File: src/hdl/sssf_cfg.svh
// Contract
// - status bit 3 flags FIFO overflow
// - after overflow, block writes until host pops
// - overflow only in keep-oldest policy
// - status bit 2 when count exceeds threshold
// - watermark rises on sample passing threshold value
// - status bit 1 while FIFO holds samples
// - bit 0 set on new sample, cleared by read
// - no data-ready set during data register read
// - flag low before read: set after read
// - flag high before read: clear, then set again
// - report stored sample count 0 to 512
// - count split over low and high registers
// - high count register bits [1:0], rest zero
`ifndef SSSF_CFG_SVH
`define SSSF_CFG_SVH

// register word indices; byte address is index times four
`define SSSF_IDX_STATUS 7'h0B
`define SSSF_IDX_CNT_LO 7'h0C
`define SSSF_IDX_CNT_HI 7'h0D
`define SSSF_IDX_CFG 7'h40
`define SSSF_IDX_IRQ_STAT 7'h41
`define SSSF_IDX_IRQ_CLR 7'h42
`define SSSF_IDX_IRQ_EN 7'h43

// data register ranges whose reads interact with data ready
`define SSSF_IDX_DATA8_FIRST 7'h08
`define SSSF_IDX_DATA8_LAST 7'h0A
`define SSSF_IDX_DATA14_FIRST 7'h0E
`define SSSF_IDX_DATA14_LAST 7'h17
// upper-byte axis registers that do not clear data ready
`define SSSF_IDX_XHI 7'h0E
`define SSSF_IDX_YHI 7'h10
`define SSSF_IDX_ZHI 7'h12

// status bit positions
`define SSSF_BIT_DRDY 0
`define SSSF_BIT_FREADY 1
`define SSSF_BIT_LEVEL 2
`define SSSF_BIT_OVF 3

// configuration field layout
`define SSSF_CFG_THR_LSB 0
`define SSSF_CFG_THR_MSB 9
`define SSSF_CFG_POL_LSB 16
`define SSSF_CFG_POL_MSB 17

// reset values
`define SSSF_RST_THR 10'h000
`define SSSF_RST_POL 2'h0
`define SSSF_RST_IRQ 4'h0

// bus responses
`define SSSF_RESP_OKAY 2'h0
`define SSSF_RESP_SLVERR 2'h2

`endif

File: src/hdl/sssf_pkg.sv
package sssf_pkg;
	// storage policy of the sample FIFO, in field encoding order
	typedef enum logic [1:0] {POL_BYPASS, POL_OLDEST, POL_STREAM, POL_TRIGGER} sssf_policy_e;
	// read channel sequencing
	typedef enum logic [1:0] {RD_IDLE, RD_FETCH, RD_RESP} sssf_rd_state_e;
endpackage

File: src/hdl/sssf_top.sv
`timescale 1ns/1ps
`default_nettype none
`include "sssf_cfg.svh"
module sssf_top
	import sssf_pkg::*;
#(
	parameter int COUNT_W = 10,
	parameter logic [9:0] DEPTH = 10'h200,
	parameter int ADDR_W = 9
) (
	// clock and reset
	input wire logic clk,
	input wire logic resetn,
	// AXI4-Lite write address
	input wire logic [ADDR_W-1:0] s_axi_awaddr,
	input wire logic s_axi_awvalid,
	output logic s_axi_awready,
	// AXI4-Lite write data
	input wire logic [31:0] s_axi_wdata,
	input wire logic [3:0] s_axi_wstrb,
	input wire logic s_axi_wvalid,
	output logic s_axi_wready,
	// AXI4-Lite write response
	output logic [1:0] s_axi_bresp,
	output logic s_axi_bvalid,
	input wire logic s_axi_bready,
	// AXI4-Lite read address
	input wire logic [ADDR_W-1:0] s_axi_araddr,
	input wire logic s_axi_arvalid,
	output logic s_axi_arready,
	// AXI4-Lite read data
	output logic [31:0] s_axi_rdata,
	output logic [1:0] s_axi_rresp,
	output logic s_axi_rvalid,
	input wire logic s_axi_rready,
	// sample path events
	input wire logic newSample,
	input wire logic samplePush,
	input wire logic fifoPop,
	// upper status bits from neighbouring blocks
	input wire logic [3:0] statusUpper,
	// data register lookup in the sample path
	output logic dataRdStrobe,
	output logic [6:0] dataRdIndex,
	input wire logic [7:0] dataRdValue,
	// FIFO storage strobes
	output logic fifoWriteEn,
	output logic fifoDropOldest,
	// interrupt
	output logic irq
);
	// write channel holding registers
	logic awHeld_r;
	logic wHeld_r;
	logic [6:0] awIdx_r;
	logic [31:0] wData_r;
	logic [3:0] wStrb_r;
	logic doWrite; // both halves present and response slot free
	// read channel
	sssf_rd_state_e rdState_r;
	logic [6:0] rdIdx_r;
	logic rdIsData_r;
	logic arTaken;
	logic [6:0] arIdx;
	logic arIsData;
	logic arClears;
	logic rdClears_r;
	logic readEnd;
	// software registers
	logic [COUNT_W-1:0] thr_r;
	logic [1:0] pol_r;
	logic [3:0] irqStat_r;
	logic [3:0] irqEn_r;
	logic [3:0] irqClr; // write-one-to-clear pulses
	// block state
	logic [COUNT_W-1:0] count;
	logic overflow;
	logic levelReached;
	logic nonEmpty;
	logic dataReady;
	logic [3:0] flags; // low status nibble
	logic [3:0] flagsPrev_r;
	logic [3:0] events;
	logic [3:0] irqStat_nxt;
	logic [31:0] rdMux;
	logic rdOk;

	////////////////////////////////////////////////////////////////
	// occupancy and overflow tracking
	sssf_fill_counter #(
		.COUNT_W(COUNT_W),
		.DEPTH(DEPTH)
	) u_fill (
		.clk(clk),
		.resetn(resetn),
		.policy(sssf_policy_e'(pol_r)),
		.threshold(thr_r),
		.samplePush(samplePush),
		.fifoPop(fifoPop),
		.count_r(count),
		.overflow_r(overflow),
		.levelReached_r(levelReached),
		.nonEmpty_r(nonEmpty),
		.writeEn_r(fifoWriteEn),
		.dropOldest_r(fifoDropOldest)
	);

	////////////////////////////////////////////////////////////////
	// data ready flag with read-window handling
	sssf_data_ready u_drdy (
		.clk(clk),
		.resetn(resetn),
		.newSample(newSample),
		.readStart(arTaken && arIsData),
		.readEnd(readEnd),
		.readClears(rdClears_r),
		.dataReady_r(dataReady)
	);

	////////////////////////////////////////////////////////////////
	// read address decode
	always_comb begin
		arTaken = s_axi_arvalid && s_axi_arready;
		arIdx = s_axi_araddr[8:2];
		arIsData = ((arIdx >= `SSSF_IDX_DATA8_FIRST) && (arIdx <= `SSSF_IDX_DATA8_LAST)) ||
			((arIdx >= `SSSF_IDX_DATA14_FIRST) && (arIdx <= `SSSF_IDX_DATA14_LAST));
		// upper axis bytes leave the flag for the following lower byte read
		arClears = !((arIdx == `SSSF_IDX_XHI) || (arIdx == `SSSF_IDX_YHI) ||
			(arIdx == `SSSF_IDX_ZHI));
		readEnd = s_axi_rvalid && s_axi_rready && rdIsData_r;
	end

	////////////////////////////////////////////////////////////////
	// read channel: accept, fetch, answer
	always_ff @(posedge clk or negedge resetn) begin
		if (!resetn) begin
			rdState_r <= RD_IDLE;
			s_axi_arready <= 1'b1;
			s_axi_rvalid <= 1'b0;
			s_axi_rdata <= 32'h0000_0000;
			s_axi_rresp <= `SSSF_RESP_OKAY;
			rdIdx_r <= 7'h00;
			rdIsData_r <= 1'b0;
			rdClears_r <= 1'b0;
		end else begin
			case (rdState_r)
				RD_IDLE: begin
					if (arTaken) begin
						rdState_r <= RD_FETCH;
						s_axi_arready <= 1'b0;
						rdIdx_r <= arIdx;
						rdIsData_r <= arIsData;
						rdClears_r <= arClears;
					end
				end
				RD_FETCH: begin
					// sample path answers during the fetch cycle
					rdState_r <= RD_RESP;
					s_axi_rvalid <= 1'b1;
					s_axi_rdata <= rdMux;
					s_axi_rresp <= rdOk ? `SSSF_RESP_OKAY : `SSSF_RESP_SLVERR;
				end
				RD_RESP: begin
					if (s_axi_rready) begin
						rdState_r <= RD_IDLE;
						s_axi_rvalid <= 1'b0;
						s_axi_arready <= 1'b1;
					end
				end
				default: begin
					rdState_r <= RD_IDLE;
					s_axi_arready <= 1'b1;
					s_axi_rvalid <= 1'b0;
				end
			endcase
		end
	end

	////////////////////////////////////////////////////////////////
	// lookup strobe toward the sample path
	always_ff @(posedge clk or negedge resetn) begin
		if (!resetn) begin
			dataRdStrobe <= 1'b0;
			dataRdIndex <= 7'h00;
		end else begin
			dataRdStrobe <= arTaken && arIsData;
			if (arTaken) begin
				dataRdIndex <= arIdx;
			end
		end
	end

	////////////////////////////////////////////////////////////////
	// read data multiplexer; unmapped words read zero with an error
	always_comb begin
		flags = 4'h0;
		flags[`SSSF_BIT_OVF] = overflow;
		flags[`SSSF_BIT_LEVEL] = levelReached;
		flags[`SSSF_BIT_FREADY] = nonEmpty;
		flags[`SSSF_BIT_DRDY] = dataReady;
		rdMux = 32'h0000_0000;
		rdOk = 1'b1;
		if (rdIsData_r) begin
			rdMux[7:0] = dataRdValue;
		end else begin
			case (rdIdx_r)
				`SSSF_IDX_STATUS: rdMux[7:0] = {statusUpper, flags};
				`SSSF_IDX_CNT_LO: rdMux[7:0] = count[7:0];
				`SSSF_IDX_CNT_HI: rdMux[1:0] = count[9:8];
				`SSSF_IDX_CFG: begin
					rdMux[`SSSF_CFG_THR_MSB:`SSSF_CFG_THR_LSB] = thr_r;
					rdMux[`SSSF_CFG_POL_MSB:`SSSF_CFG_POL_LSB] = pol_r;
				end
				`SSSF_IDX_IRQ_STAT: rdMux[3:0] = irqStat_r;
				`SSSF_IDX_IRQ_EN: rdMux[3:0] = irqEn_r;
				`SSSF_IDX_IRQ_CLR: rdMux = 32'h0000_0000; // write-only, reads zero
				default: rdOk = 1'b0;
			endcase
		end
	end

	////////////////////////////////////////////////////////////////
	// write channel: address and data taken in either order
	always_comb begin
		doWrite = awHeld_r && wHeld_r && !s_axi_bvalid;
	end

	always_ff @(posedge clk or negedge resetn) begin
		if (!resetn) begin
			awHeld_r <= 1'b0;
			wHeld_r <= 1'b0;
			s_axi_awready <= 1'b1;
			s_axi_wready <= 1'b1;
			awIdx_r <= 7'h00;
			wData_r <= 32'h0000_0000;
			wStrb_r <= 4'h0;
		end else begin
			if (s_axi_awvalid && s_axi_awready) begin
				awHeld_r <= 1'b1;
				s_axi_awready <= 1'b0;
				awIdx_r <= s_axi_awaddr[8:2];
			end else if (doWrite) begin
				awHeld_r <= 1'b0;
			end
			if (s_axi_wvalid && s_axi_wready) begin
				wHeld_r <= 1'b1;
				s_axi_wready <= 1'b0;
				wData_r <= s_axi_wdata;
				wStrb_r <= s_axi_wstrb;
			end else if (doWrite) begin
				wHeld_r <= 1'b0;
			end
			// reopen both channels once the response is taken
			if (s_axi_bvalid && s_axi_bready) begin
				s_axi_awready <= 1'b1;
				s_axi_wready <= 1'b1;
			end
		end
	end

	////////////////////////////////////////////////////////////////
	// write response; status and count words accept and ignore writes
	always_ff @(posedge clk or negedge resetn) begin
		if (!resetn) begin
			s_axi_bvalid <= 1'b0;
			s_axi_bresp <= `SSSF_RESP_OKAY;
		end else if (doWrite) begin
			s_axi_bvalid <= 1'b1;
			case (awIdx_r)
				`SSSF_IDX_CFG, `SSSF_IDX_IRQ_CLR, `SSSF_IDX_IRQ_EN,
				`SSSF_IDX_STATUS, `SSSF_IDX_CNT_LO, `SSSF_IDX_CNT_HI,
				`SSSF_IDX_IRQ_STAT: s_axi_bresp <= `SSSF_RESP_OKAY;
				default: s_axi_bresp <= `SSSF_RESP_SLVERR;
			endcase
		end else if (s_axi_bvalid && s_axi_bready) begin
			s_axi_bvalid <= 1'b0;
		end
	end

	////////////////////////////////////////////////////////////////
	// configuration register, byte lanes honoured
	always_ff @(posedge clk or negedge resetn) begin
		if (!resetn) begin
			thr_r <= `SSSF_RST_THR;
			pol_r <= `SSSF_RST_POL;
		end else if (doWrite && (awIdx_r == `SSSF_IDX_CFG)) begin
			if (wStrb_r[0]) begin
				thr_r[7:0] <= wData_r[7:0];
			end
			if (wStrb_r[1]) begin
				thr_r[9:8] <= wData_r[`SSSF_CFG_THR_MSB:8];
			end
			if (wStrb_r[2]) begin
				pol_r <= wData_r[`SSSF_CFG_POL_MSB:`SSSF_CFG_POL_LSB];
			end
		end
	end

	////////////////////////////////////////////////////////////////
	// interrupt enable register
	always_ff @(posedge clk or negedge resetn) begin
		if (!resetn) begin
			irqEn_r <= `SSSF_RST_IRQ;
		end else if (doWrite && (awIdx_r == `SSSF_IDX_IRQ_EN) && wStrb_r[0]) begin
			irqEn_r <= wData_r[3:0];
		end
	end

	////////////////////////////////////////////////////////////////
	// sticky event bits: rising flags set, clear writes drop, set wins
	always_comb begin
		irqClr = 4'h0;
		if (doWrite && (awIdx_r == `SSSF_IDX_IRQ_CLR) && wStrb_r[0]) begin
			irqClr = wData_r[3:0];
		end
		events = flags & ~flagsPrev_r;
		irqStat_nxt = (irqStat_r & ~irqClr) | events;
	end

	always_ff @(posedge clk or negedge resetn) begin
		if (!resetn) begin
			flagsPrev_r <= 4'h0;
			irqStat_r <= `SSSF_RST_IRQ;
			irq <= 1'b0;
		end else begin
			flagsPrev_r <= flags;
			irqStat_r <= irqStat_nxt;
			irq <= |(irqStat_nxt & irqEn_r);
		end
	end
endmodule
`default_nettype wire

File: src/hdl/sssf_fill_counter.sv
`timescale 1ns/1ps
`default_nettype none
module sssf_fill_counter
	import sssf_pkg::*;
#(
	parameter int COUNT_W = 10,
	parameter logic [9:0] DEPTH = 10'h200
) (
	// clock and reset
	input wire logic clk,
	input wire logic resetn,
	// configuration
	input wire sssf_policy_e policy,
	input wire logic [COUNT_W-1:0] threshold,
	// FIFO events
	input wire logic samplePush,
	input wire logic fifoPop,
	// results
	output logic [COUNT_W-1:0] count_r,
	output logic overflow_r,
	output logic levelReached_r,
	output logic nonEmpty_r,
	output logic writeEn_r,
	output logic dropOldest_r
);
	logic full; // no free location left
	logic popOk; // a pop that really removes a sample
	logic space; // room for the incoming sample this cycle
	logic accept; // sample is written
	logic drop; // oldest sample discarded to make room
	logic ovfSet; // overflow event this cycle
	logic [COUNT_W-1:0] count_nxt;

	////////////////////////////////////////////////////////////////
	// write admission per policy
	always_comb begin
		full = (count_r == DEPTH);
		popOk = fifoPop && (count_r != '0);
		space = !full || popOk;
		accept = 1'b0;
		drop = 1'b0;
		ovfSet = 1'b0;
		case (policy)
			POL_OLDEST: begin
				// once overrun, nothing enters until a pop frees space
				accept = samplePush && space && (!overflow_r || popOk);
				ovfSet = samplePush && !space;
			end
			POL_STREAM, POL_TRIGGER: begin
				// newest wins: oldest is thrown away when full
				accept = samplePush;
				drop = samplePush && full && !popOk;
			end
			default: begin
				// bypass keeps nothing
				accept = 1'b0;
			end
		endcase
		count_nxt = count_r + COUNT_W'(accept) - COUNT_W'(popOk) - COUNT_W'(drop);
		if (policy == POL_BYPASS) begin
			count_nxt = '0;
		end
	end

	////////////////////////////////////////////////////////////////
	// occupancy count
	always_ff @(posedge clk or negedge resetn) begin
		if (!resetn) begin
			count_r <= '0;
		end else begin
			count_r <= count_nxt;
		end
	end

	////////////////////////////////////////////////////////////////
	// overflow flag, only meaningful in keep-oldest policy
	always_ff @(posedge clk or negedge resetn) begin
		if (!resetn) begin
			overflow_r <= 1'b0;
		end else if (policy != POL_OLDEST) begin
			overflow_r <= 1'b0;
		end else if (ovfSet) begin
			overflow_r <= 1'b1;
		end else if (popOk) begin
			overflow_r <= 1'b0;
		end
	end

	////////////////////////////////////////////////////////////////
	// level flags follow the new count so they agree with it
	always_ff @(posedge clk or negedge resetn) begin
		if (!resetn) begin
			levelReached_r <= 1'b0;
			nonEmpty_r <= 1'b0;
		end else begin
			levelReached_r <= (count_nxt > threshold);
			nonEmpty_r <= (count_nxt != '0);
		end
	end

	////////////////////////////////////////////////////////////////
	// strobes to the FIFO storage
	always_ff @(posedge clk or negedge resetn) begin
		if (!resetn) begin
			writeEn_r <= 1'b0;
			dropOldest_r <= 1'b0;
		end else begin
			writeEn_r <= accept;
			dropOldest_r <= drop;
		end
	end
endmodule
`default_nettype wire

File: src/hdl/sssf_data_ready.sv
`timescale 1ns/1ps
`default_nettype none
module sssf_data_ready (
	// clock and reset
	input wire logic clk,
	input wire logic resetn,
	// events
	input wire logic newSample,
	input wire logic readStart,
	input wire logic readEnd,
	input wire logic readClears,
	// flag
	output logic dataReady_r
);
	logic inRead_r; // a data register read is under way
	logic wasSet_r; // flag value when the read began
	logic pending_r; // sample arrived while the read ran

	////////////////////////////////////////////////////////////////
	// read window tracking
	always_ff @(posedge clk or negedge resetn) begin
		if (!resetn) begin
			inRead_r <= 1'b0;
			wasSet_r <= 1'b0;
			pending_r <= 1'b0;
		end else if (readStart) begin
			inRead_r <= 1'b1;
			wasSet_r <= dataReady_r;
			pending_r <= newSample; // a sample on the start edge counts as during the read
		end else if (readEnd) begin
			inRead_r <= 1'b0;
			pending_r <= 1'b0;
		end else if (inRead_r && newSample) begin
			pending_r <= 1'b1;
		end
	end

	////////////////////////////////////////////////////////////////
	// flag: held low during a read, settled at its end
	always_ff @(posedge clk or negedge resetn) begin
		if (!resetn) begin
			dataReady_r <= 1'b0;
		end else if (readStart) begin
			dataReady_r <= 1'b0;
		end else if (readEnd) begin
			// an upper-byte read leaves the sample unread, so the flag comes back
			dataReady_r <= pending_r || newSample || (wasSet_r && !readClears);
		end else if (inRead_r) begin
			dataReady_r <= 1'b0;
		end else if (newSample) begin
			dataReady_r <= 1'b1;
		end
	end
endmodule
`default_nettype wire

File: config.mk
export PLATFORM = sky130hd
export DESIGN_NAME = sssf_top
export DESIGN_NICKNAME = d
export VERILOG_FILES = /design/src/hdl/sssf_pkg.sv /design/src/hdl/sssf_top.sv /design/src/hdl/sssf_fill_counter.sv /design/src/hdl/sssf_data_ready.sv
export VERILOG_INCLUDE_DIRS = /design/src /design/src/hdl
export SDC_FILE = /design/constraint.sdc
export NUM_CORES = 1
export LEC_CHECK = 0
export ABC_AREA = 0
export ABC_CLOCK_PERIOD_IN_PS = 11910
export BUFFER_PORTS_ARGS = -buffer_cell sky130_fd_sc_hd__buf_2
export CAP_MARGIN = 20
export CORE_MARGIN = 2
export CORE_UTILIZATION = 33
export DETAILED_ROUTE_END_ITERATION = 8
export PLACE_DENSITY = 0.61
export SYNTH_ARGS = -nofsm -noshare
export SYNTH_HDL_FRONTEND = slang
export SYNTH_SLANG_ARGS = --single-unit
File: constraint.sdc
create_clock -name clk -period 11.91 [get_ports clk]
set_clock_uncertainty 0.2 [all_clocks]
set_input_delay 2.9775 -clock clk [delete_from_list [all_inputs] [get_ports clk]]
set_output_delay 2.9775 -clock clk [all_outputs]
set_load 0.02 [all_outputs]
==> summary.txt, run 1 <==
Hold path depth: 0
Synthesis-to-finish area growth: 15.43%
Core Area: 16,470 sq um
Place WS: 4.462 ns
# IOs: 128
Filler Cell Count: 1,631
Height of the die: 133.4 um
Hold Crit Class: flip-flop to flip-flop
Synth top area share: 46.67%
Fin. Hold Viols: 0
Total GRT Usage: 14.75%
Max Slew Vio Count: 0
R2R cell count: 19
Critical hold path startpoint: u_fill.nonEmpty_r$_DFF_PN0_
First-pass GRT wire length: 20,600 um
Pwr Density: 179.8 nW/um^2
Synth area leader: dfrtp_1
Syn Area/Cell: 10.89 sq um
Clock transition at path regs: 0.07 ns
Total grt overflow: 0
CP Class: input pin to flip-flop
Gp weighted congestion: 0.8407
Worst hold slack: 0.2198 ns
Vias/cell: 4.947
Leakage: 0.003026 uW
Diode count: 0
Worst Path Required: 11.93 ns
Initial antenna violation count: 0
DRC Markers: 0
Syn Inst Count: 507
Worst R2R Setup Slack: 6.60 ns
Worst setup EP type: flip-flop
Synth cell types: 65
Slew headroom: 52.00%
Setup Buffers After CTS: 0
Max-cap violations: 0
Routed length per instance: 15.62 um
Post-synth EDFFs: 0
Top cells by count, synth: 103 x dfrtp_1, 55 x mux2_2, 37 x nand2_1
Final setup vio count: 0
CTS tree: built
Primary FF master, synth: dfrtp_1
Syn. warnings: 0
Vias in the first global route: 3,936
CP Capture Point: u_fill.levelReached_r$_DFF_PN0_
Most common cell in the netlist: dfrtp_1
Critical Path Start: fifoPop
Post-cts sizing count: 0
Post-route setup slack: 4.829 ns
Syn Std Cell Area: 5523 sq um
Outcome: complete, no violations
Cts bufs inserted: 9
Clock sink count: 106
Initial Utilization: 33.54%
Crit path arrival time: 7.10 ns
Yosys reg bits: 106
Initial DRC count: 215
Via count: 4,007
DR pass1 iterations: 7
# rows: 47
DIE AREA: 17,790 sq um
Max frequency: 141.2 MHz
Ys async rst share: 100.0%
Routed WL: 12,660 um
Hpwl dp: 9746 um
Worst flop-to-flop path endpoint: u_fill.levelReached_r$_DFF_PN0_
FF-to-FF Start: u_fill.count_r[2]$_DFF_PN0_
Input/output buffers: 80
Die W: 133.4 um
Setup Total Neg Slack: 0 ns
RSZ-0062 raised after global routing: false
Clock buffer depth: 2
Worst-Margin Slew: 0.7185 ns
Hold buffer count at CTS: 0
Sequential element share of the synthesized area: 48.10%
Worst-path fanout max: 4
CP Launch Type: input pin
Fin crit share: 59.46%
H-tree levels: 3
Maximum VDD drop: 0.0001031 V
Largest net degree at the start of global routing: 81
Root Buffer: clkbuf_16
Top post-synthesis cells by area: dfrtp_1 47%, mux2_2 11%, ha_1 5.7%
Final min period: 7.081 ns
Fraction of layout cells with a size suffix above 1: 27.97%
Worst-skew pair later-pin latency: 0.35 ns
Antenna Violating Nets Remaining: 0
Fin nets: 688
kinds of logic (layout without fill, tap and decap cells):
kind of cell	Yosys count	after routing	share of synthesized area [%]
flops	106	106	48.10
buf+inv	68	130	6.298
mux	60	60	12.12
simple gates	142	142	14.41
compound gates	101	101	12.30
xor+xnor	2	2	0.3172
fa+ha+maj	27	27	6.389
other cells	1	22	0.06790
worst max-delay path, stage by stage:
cell	delay (ns)
buf_2	0.08
a21boi_0	0.39
o21a_1	0.20
o21a_1	0.17
fa_1	0.47
ha_1	0.20
ha_1	0.22
fa_1	0.40
and2b_1	0.23
o221ai_1	0.20
a21oi_1	0.12
mux2i_1	0.41
ha_1	0.33
nand4_1	0.13
nor2_1	0.07
a2111oi_0	0.42
a31oi_1	0.09
routing by layer:
| layer | track usage, % | routed length, um | vias to the layer above |
|---|---|---|---|
| met3 | 3.919 | 772 | 9 |
| li1 | - | - | 1925 |
| met2 | 22.77 | 5803 | 124 |
| met4 | 3.546 | 127 | 0 |
| met1 | 20.77 | 5951 | 1949 |
| met5 | 0 | 0 | - |
metrics by stage:
step                power (uW)  area, sq um  std cells  utilization (%)
global placement         857.2         6063        793            36.82
floorplan                764.8         5602        528                -
global route              1220         6375        810            38.72
detailed placement       874.2         6063        793            36.82
CTS                       1160         6347        809            38.55
finish                    1146         6375        810            38.72
registers in the layout (all words and copies together), names as in the netlist, 2 cells and up:
name,count
u_fill.count_r,10
irqStat_r,4
thr_r,10
rdIdx_r,7
wStrb_r,3
irqEn_r,4
pol_r,2
dataRdIndex,7
rdState_r,2
awIdx_r,7
flagsPrev_r,4
wData_r,12
s_axi_rdata,12
area by class of cell:
type,instances,area (sq um),area share (%)
Sequential cell,106,2656,41.67
Multi-Input combinational cell,354,2597,40.75
Timing Repair Buffer,83,445.4,6.987
Tap cell,220,275.3,4.318
Clock buffer,13,260.3,4.082
Inverter,31,116.4,1.825
Clock inverter,3,23.77,0.3729
worst min path at each step:
| stage | end | slack [ns] |
|---|---|---|
| CTS | flagsPrev_r[1]$_DFF_PN0_ | 0.22 |
| global route | flagsPrev_r[1]$_DFF_PN0_ | 0.26 |
| finish | flagsPrev_r[1]$_DFF_PN0_ | 0.22 |
| floorplan | flagsPrev_r[1]$_DFF_PN0_ | 0.17 |
| global placement | flagsPrev_r[1]$_DFF_PN0_ | 0.20 |
| detailed placement | flagsPrev_r[2]$_DFF_PN0_ | 0.21 |
placed cells by master (no fill, tap or decap), types with 4 or more instances in the layout:
cell type  synthesis  layout
a221oi_1           4       4
nand2_1           37      37
a21o_1            10      10
nor2_1            22      22
nand4_1            5       5
clkbuf_16          0       9
mux2_2            55      55
ha_1              25      25
o21ai_0           24      24
mux2i_1            5       5
dfrtp_1          103     103
conb_1             1      22
o22ai_1            7       7
buf_2              5      79
o21a_1             4       4
a21oi_1           19      19
nand3_1            9       9
nor3_1             9       9
a222oi_1           4       4
inv_1             31      31
nor2b_1           15      15
nand2b_1           9       9
where the power goes:
part           internal [uW]  switching (uW)
sequential               465            98.3
clock                    154             128
combinational            144             157
Note: power is estimated with default switching activity, not from simulation.
==> inputs of run 2 (changes only) <==
--- a/config.mk
+++ b/config.mk
@@ -6,14 +6,14 @@
 export SDC_FILE = /design/constraint.sdc
 export NUM_CORES = 1
 export LEC_CHECK = 0
-export ABC_AREA = 0
-export ABC_CLOCK_PERIOD_IN_PS = 11910
+export ABC_AREA = 1
+export ABC_CLOCK_PERIOD_IN_PS = 6350
 export BUFFER_PORTS_ARGS = -buffer_cell sky130_fd_sc_hd__buf_2
 export CAP_MARGIN = 20
 export CORE_MARGIN = 2
 export CORE_UTILIZATION = 33
 export DETAILED_ROUTE_END_ITERATION = 8
-export PLACE_DENSITY = 0.61
+export PLACE_DENSITY = 0.63
 export SYNTH_ARGS = -nofsm -noshare
 export SYNTH_HDL_FRONTEND = slang
 export SYNTH_SLANG_ARGS = --single-unit
==> constraint.sdc (replaced) <==
create_clock -name clk -period 6.35 [get_ports clk]
set_clock_uncertainty 0.2 [all_clocks]
set_input_delay 1.5875 -clock clk [delete_from_list [all_inputs] [get_ports clk]]
set_output_delay 1.5875 -clock clk [all_outputs]
set_load 0.02 [all_outputs]
==> summary.txt, run 2 <==
Input/output buffers: 80
Design area: 6431 sq um
Synthesis-to-finish area growth: 15.17%
Hold Crit Class: flip-flop to flip-flop
Initial Utilization: 33.67%
First-pass GRT wire length: 20,800 um
Synth top area share: 46.16%
Top post-synthesis cells by area: dfrtp_1 46%, nand2_1 11%, inv_1 6.8%
Post-synthesis mux area share: 1.412%
Worst R2R Setup Slack: 1.89 ns
Switching Fraction: 37.72%
Worst Path Required: 6.45 ns
Ys async rst share: 100.0%
Simple-Gate Fraction of Synth Area: 23.71%
Net load switching power: 870.4 uW
Diode count: 0
Syn Area/Cell: 8.200 sq um
Maximum VDD drop: 0.0002695 V
Primary FF master, synth: dfrtp_1
Worst setup EP type: flip-flop
Top cells by count, synth: 160 x nand2_1, 103 x dfrtp_1, 101 x inv_1
Sequential element share of the synthesized area: 47.57%
Yosys reg bits: 106
Adder-cell share of the synthesized area: 6.319%
Final setup vio count: 0
Root Buffer: clkbuf_16
Largest net degree at the start of global routing: 64
Tot Pwr: 2308 uW
Core Area: 16,580 sq um
Cts bufs inserted: 9
Syn. warnings: 0
Comb pwr share: 30.6%
Commonest non-fill, non-tap cell in the layout: nand2_1
Post-cts sizing count: 0
Setup Total Neg Slack: 0 ns
RSZ-0062 raised after global routing: false
Compound-cell area share of the yosys netlist: 10.13%
Clock sink count: 106
Finished Layout Cells: 987
Via count: 4,473
Fin. Hold Viols: 0
Clock buffer depth: 2
Most common cell in the netlist: nand2_1
Pwr Density: 358.8 nW/um^2
Int Power: 1437 uW
DR pass1 iterations: 4
Max-cap violations: 0
Crit path arrival time: 4.92 ns
Most frequent cells in the layout: 160 x nand2_1, 103 x dfrtp_1, 101 x inv_1, 79 x buf_2, 75 x nor2_1
Fraction of layout cells with a size suffix above 1: 16.82%
Worst-path fanout max: 4
Max incr delay on CP: 0.49 ns
Final min period: 4.824 ns
Total grt overflow: 0
Initial antenna violation count: 0
Setup Buffers After CTS: 0
Routed WL: 12,400 um
DIE AREA: 17,980 sq um
Placed Cells: 971
Slowest cell on the critical path: fa_1
Clock power frac: 24.7%
Height of the die: 134.1 um
Most common cell on crit path: nand2_1
Total GRT Usage: 14.43%
Biggest regs: s_axi_rdata (12), wData_r (12)
Syn Std Cell Area: 5584 sq um
Xor/xnor share of the synthesized area: 0%
Vias/cell: 4.532
Synth cell types: 37
DP Area: 6132 sq um
Post-synth EDFFs: 0
Largest family of logic cells by synthesized area: simple AND/OR/NAND/NOR gates
Max frequency: 207.3 MHz
Worst-Margin Slew: 0.8265 ns
Hold buffer count at CTS: 0
Synth area leader: dfrtp_1
Die W: 134.1 um
# rows: 47
Clock transition at path regs: 0.08 ns
Share of power burned in registers: 44.7%
Syn Inst Count: 681
Hpwl dp: 9576 um
Gp weighted congestion: 0.8537
Worst-skew pair later-pin latency: 0.35 ns
H-tree levels: 3
DRC Markers: 0
Crit-path cells: buf_2 -> nand2_1 -> nand3_1 -> nor2_1 -> nand2_1 -> fa_1 -> ha_1 -> ha_1 -> fa_1 -> nand3_1 -> nand2_1 -> nand2_1 -> nand3_1 -> nand3_1 -> inv_1 -> ha_1 -> nand2_1 -> nor2_1 -> o211ai_1 -> o2111ai_1 -> nand2_1 -> inv_1
Max Slew Vio Count: 0
Slew headroom: 44.70%
CP Class: input pin to flip-flop
CTS tree: built
Fin nets: 865
# IOs: 128
Antenna Violating Nets Remaining: 0
Vias in the first global route: 4,320
Leakage: 0.003397 uW
Outcome: complete, no violations
Fin crit share: 75.97%
CP Launch Type: input pin
Initial DRC count: 278
Routed length per instance: 12.56 um
==> run 2: final timing paths <==
check / startpoint / end / cells past startpoint
worst max-delay path: fifoPop / u_fill.levelReached_r$_DFF_PN0_ / 22
max in group asynchronous: resetn / thr_r[7]$_DFFE_PN0P_ / 2
worst max register to register: u_fill.count_r[2]$_DFF_PN0_ / u_fill.levelReached_r$_DFF_PN0_ / 26
worst min-delay path: u_fill.nonEmpty_r$_DFF_PN0_ / flagsPrev_r[1]$_DFF_PN0_ / 0
worst min register to register: u_fill.nonEmpty_r$_DFF_PN0_ / flagsPrev_r[1]$_DFF_PN0_ / 0
min in group asynchronous: resetn / wData_r[16]$_DFFE_PN0P_ / 1
==> run 2: final cells by class <==
type | count | area, sq um
Fill cell | 1729 | 10150
Clock buffer | 9 | 225.2
Inverter | 103 | 386.6
Sequential cell | 106 | 2656
Multi-Input combinational cell | 461 | 2404
Timing Repair Buffer | 81 | 410.4
Tap cell | 220 | 275.3
Clock inverter | 7 | 73.82
==> run 2: logic make-up after synthesis <==
family | count (synthesis)
other cells | 1
flops | 106
simple gates | 308
compound gates | 97
fa+ha+maj | 27
mux | 7
buf+inv | 135
==> run 2: metrics by stage <==
step	utilization, %	worst slack [ns]	hold slack, ns
floorplan	-	1.610	0.1744
global placement	36.98	1.184	0.1870
detailed placement	36.98	1.148	0.1867
CTS	38.78	1.515	0.2030
global route	38.78	1.228	0.2179
finish	38.78	1.526	0.2045
==> run 2: power groups by stage <==
stage,Combinational [uW],Clock [uW],Sequential (uW)
4_1_cts,716,582,1030
3_3_place_gp,699,0,1040
3_5_place_dp,713,0,1040
2_1_floorplan,455,0,1090
6_report,707,570,1030
5_1_grt,803,612,1060
==> run 2: worst max-delay path, delay by kind of cell <==
kind                     cells  cell delay [ns]
AND/OR/NAND/NOR             12             1.27
buffers and inverters        3             0.23
AO/OA/AOI/OAI                2             0.19
adder cells (fa/ha/maj)      5             1.63
==> run 2: per-layer routing <==
layer / global-route usage, % / routed length, um / vias up
met5: 0 / 0 / -
met4: 3.626 / 142 / 0
met3: 3.288 / 633 / 13
met2: 22.48 / 5497 / 107
met1: 20.43 / 6127 / 2065
li1: - / - / 2288
==> inputs of run 3 (changes only) <==
--- a/config.mk
+++ b/config.mk
@@ -6,14 +6,14 @@
 export SDC_FILE = /design/constraint.sdc
 export NUM_CORES = 1
 export LEC_CHECK = 0
-export ABC_AREA = 1
-export ABC_CLOCK_PERIOD_IN_PS = 6350
+export ABC_AREA = 0
+export ABC_CLOCK_PERIOD_IN_PS = 4800
 export BUFFER_PORTS_ARGS = -buffer_cell sky130_fd_sc_hd__buf_2
 export CAP_MARGIN = 20
 export CORE_MARGIN = 2
 export CORE_UTILIZATION = 33
 export DETAILED_ROUTE_END_ITERATION = 8
-export PLACE_DENSITY = 0.63
+export PLACE_DENSITY = 0.61
 export SYNTH_ARGS = -nofsm -noshare
 export SYNTH_HDL_FRONTEND = slang
 export SYNTH_SLANG_ARGS = --single-unit
==> constraint.sdc (replaced) <==
create_clock -name clk -period 4.8 [get_ports clk]
set_clock_uncertainty 0.2 [all_clocks]
set_input_delay 1.2 -clock clk [delete_from_list [all_inputs] [get_ports clk]]
set_output_delay 1.2 -clock clk [all_outputs]
set_load 0.02 [all_outputs]
==> summary.txt, run 3 (same netlist as run 1, synthesis figures left out) <==
Outcome: complete, no violations
Max Slew Vio Count: 0
Slew headroom: 40.42%
Via count: 4,126
Root Buffer: clkbuf_16
Initial DRC count: 195
DRC Markers: 0
Slowest cell on the critical path: fa_1
Initial Utilization: 33.54%
Die W: 133.4 um
Hold Crit Class: flip-flop to flip-flop
First-pass GRT wire length: 21,900 um
H-tree levels: 3
Worst Path Required: 4.82 ns
Fraction of layout cells with a size suffix above 1: 33.82%
Commonest non-fill, non-tap cell in the layout: dfrtp_1
Hold buffer count at CTS: 0
Post-route setup slack: 0.1223 ns
Filler Cell Count: 1,621
Clock buffer depth: 2
Total GRT Usage: 15.48%
Hpwl dp: 10,320 um
Max incr delay on CP: 0.47 ns
Routed WL: 13,340 um
Max-cap violations: 0
Clock sink count: 106
CP Launch Type: input pin
Diode count: 0
DIE AREA: 17,790 sq um
CTS tree: built
Leakage: 0.003185 uW
Vias in the first global route: 4,204
Vias/cell: 4.941
Total grt overflow: 0
Core Area: 16,470 sq um
Largest net degree at the start of global routing: 70
Fin. Hold Viols: 0
Height of the die: 133.4 um
Maximum VDD drop: 0.0002369 V
Crit path arrival time: 4.70 ns
Clock transition at path regs: 0.07 ns
Final setup vio count: 0
Worst-path fanout max: 4
Final min period: 4.678 ns
Gp weighted congestion: 0.8618
Worst setup EP type: flip-flop
Most common cell on crit path: o21a_1
CP Class: input pin to flip-flop
Fin nets: 713
Cts bufs inserted: 9
DP Area: 6221 sq um
Setup Total Neg Slack: 0 ns
# IOs: 128
FF-to-FF Start: u_fill.count_r[3]$_DFF_PN0_
Max frequency: 213.8 MHz
Crit-path cells: buf_6 -> a21boi_4 -> o21a_1 -> o21a_1 -> fa_1 -> ha_2 -> ha_4 -> fa_2 -> and2b_2 -> o221ai_2 -> a21oi_2 -> mux2i_2 -> ha_1 -> nand4_1 -> nor2_2 -> a2111oi_2 -> a31oi_1
Critical Path Start: fifoPop
Input/output buffers: 80
Design area: 6675 sq um
Fin crit share: 97.45%
Initial antenna violation count: 0
DR pass1 iterations: 7
Synthesis-to-finish area growth: 20.87%
Routed length per instance: 15.98 um
Place WS: -0.4343 ns
Antenna Violating Nets Remaining: 0
Worst-Margin Slew: 0.8938 ns
# rows: 47
Biggest regs: s_axi_rdata (12), wData_r (12)
Critical hold path startpoint: u_fill.levelReached_r$_DFF_PN0_
Most frequent cells in the layout: 103 x dfrtp_1, 78 x buf_2, 55 x mux2_2, 37 x nand2_1, 31 x inv_1
Worst-skew pair later-pin latency: 0.35 ns
RSZ-0062 raised after global routing: true
Pwr Density: 442.3 nW/um^2
[run 3: report_power, final]
| group | internal, uW | total, uW | switching (uW) |
|---|---|---|---|
| registers | 1150 | 1400 | 244 |
| logic | 382 | 782 | 400 |
| clock network | 438 | 771 | 333 |
| total | 1970 | 2950 | 977 |
[run 3: cell type report]
cell class	count	area, sq um	area share, %
multi-input combinational	354	2695	40.37
inverter	31	116.4	1.743
sequential	106	2656	39.79
tap	220	275.3	4.124
timing repair buffer	108	619.3	9.278
clock buffer	12	256.5	3.843
clock inverter	4	56.30	0.8435
[run 3: final timing paths]
kind / endpoint / slack (ns) / cells past startpoint
max reg2reg: u_fill.levelReached_r$_DFF_PN0_ / 0.22 / 19
max: u_fill.levelReached_r$_DFF_PN0_ / 0.12 / 17
min: flagsPrev_r[2]$_DFF_PN0_ / 0.22 / 0
min reg2reg: flagsPrev_r[2]$_DFF_PN0_ / 0.22 / 0
max in group asynchronous: u_fill.count_r[8]$_DFF_PN0_ / 2.82 / 2
min in group asynchronous: dataRdIndex[4]$_DFFE_PN0P_ / 0.77 / 1
[run 3: stage by stage]
stage                     hold slack [ns]  instances  total power (uW)  util (%)
final                              0.2240        835              2952     40.54
after global routing               0.2371        835              3141     40.54
after CTS                          0.2336        830              2970     39.76
after detailed placement           0.2174        813              2185     37.78
after global placement             0.2147        813              2136     37.78
after floorplan                    0.1667        528              1898         -
[run 3: what timing repair did]
action / 4_1_cts / 5_1_grt
endpoints found under the setup margin: 1 / 1
pin swaps: 0 / 17
hold endpoints to repair: 0 / 0
setup buffers: 1 / 5
gates resized for setup: 2 / 17
[run 3: routing by layer]
| metal | part of all wire (%) | global-route usage [%] |
|---|---|---|
| met5 | 0 | 0 |
| met4 | 0.97 | 3.191 |
| met3 | 5.2 | 3.044 |
| met2 | 46 | 25.29 |
| met1 | 47 | 21.52 |
[run 3: worst max-delay path, delay by kind of cell]
kind / cells / cell delay [ns]
mux: 1 / 0.25
fa+ha+maj: 5 / 1.51
simple gates: 3 / 0.45
compound gates: 7 / 1.21
buf+inv: 1 / 0.09
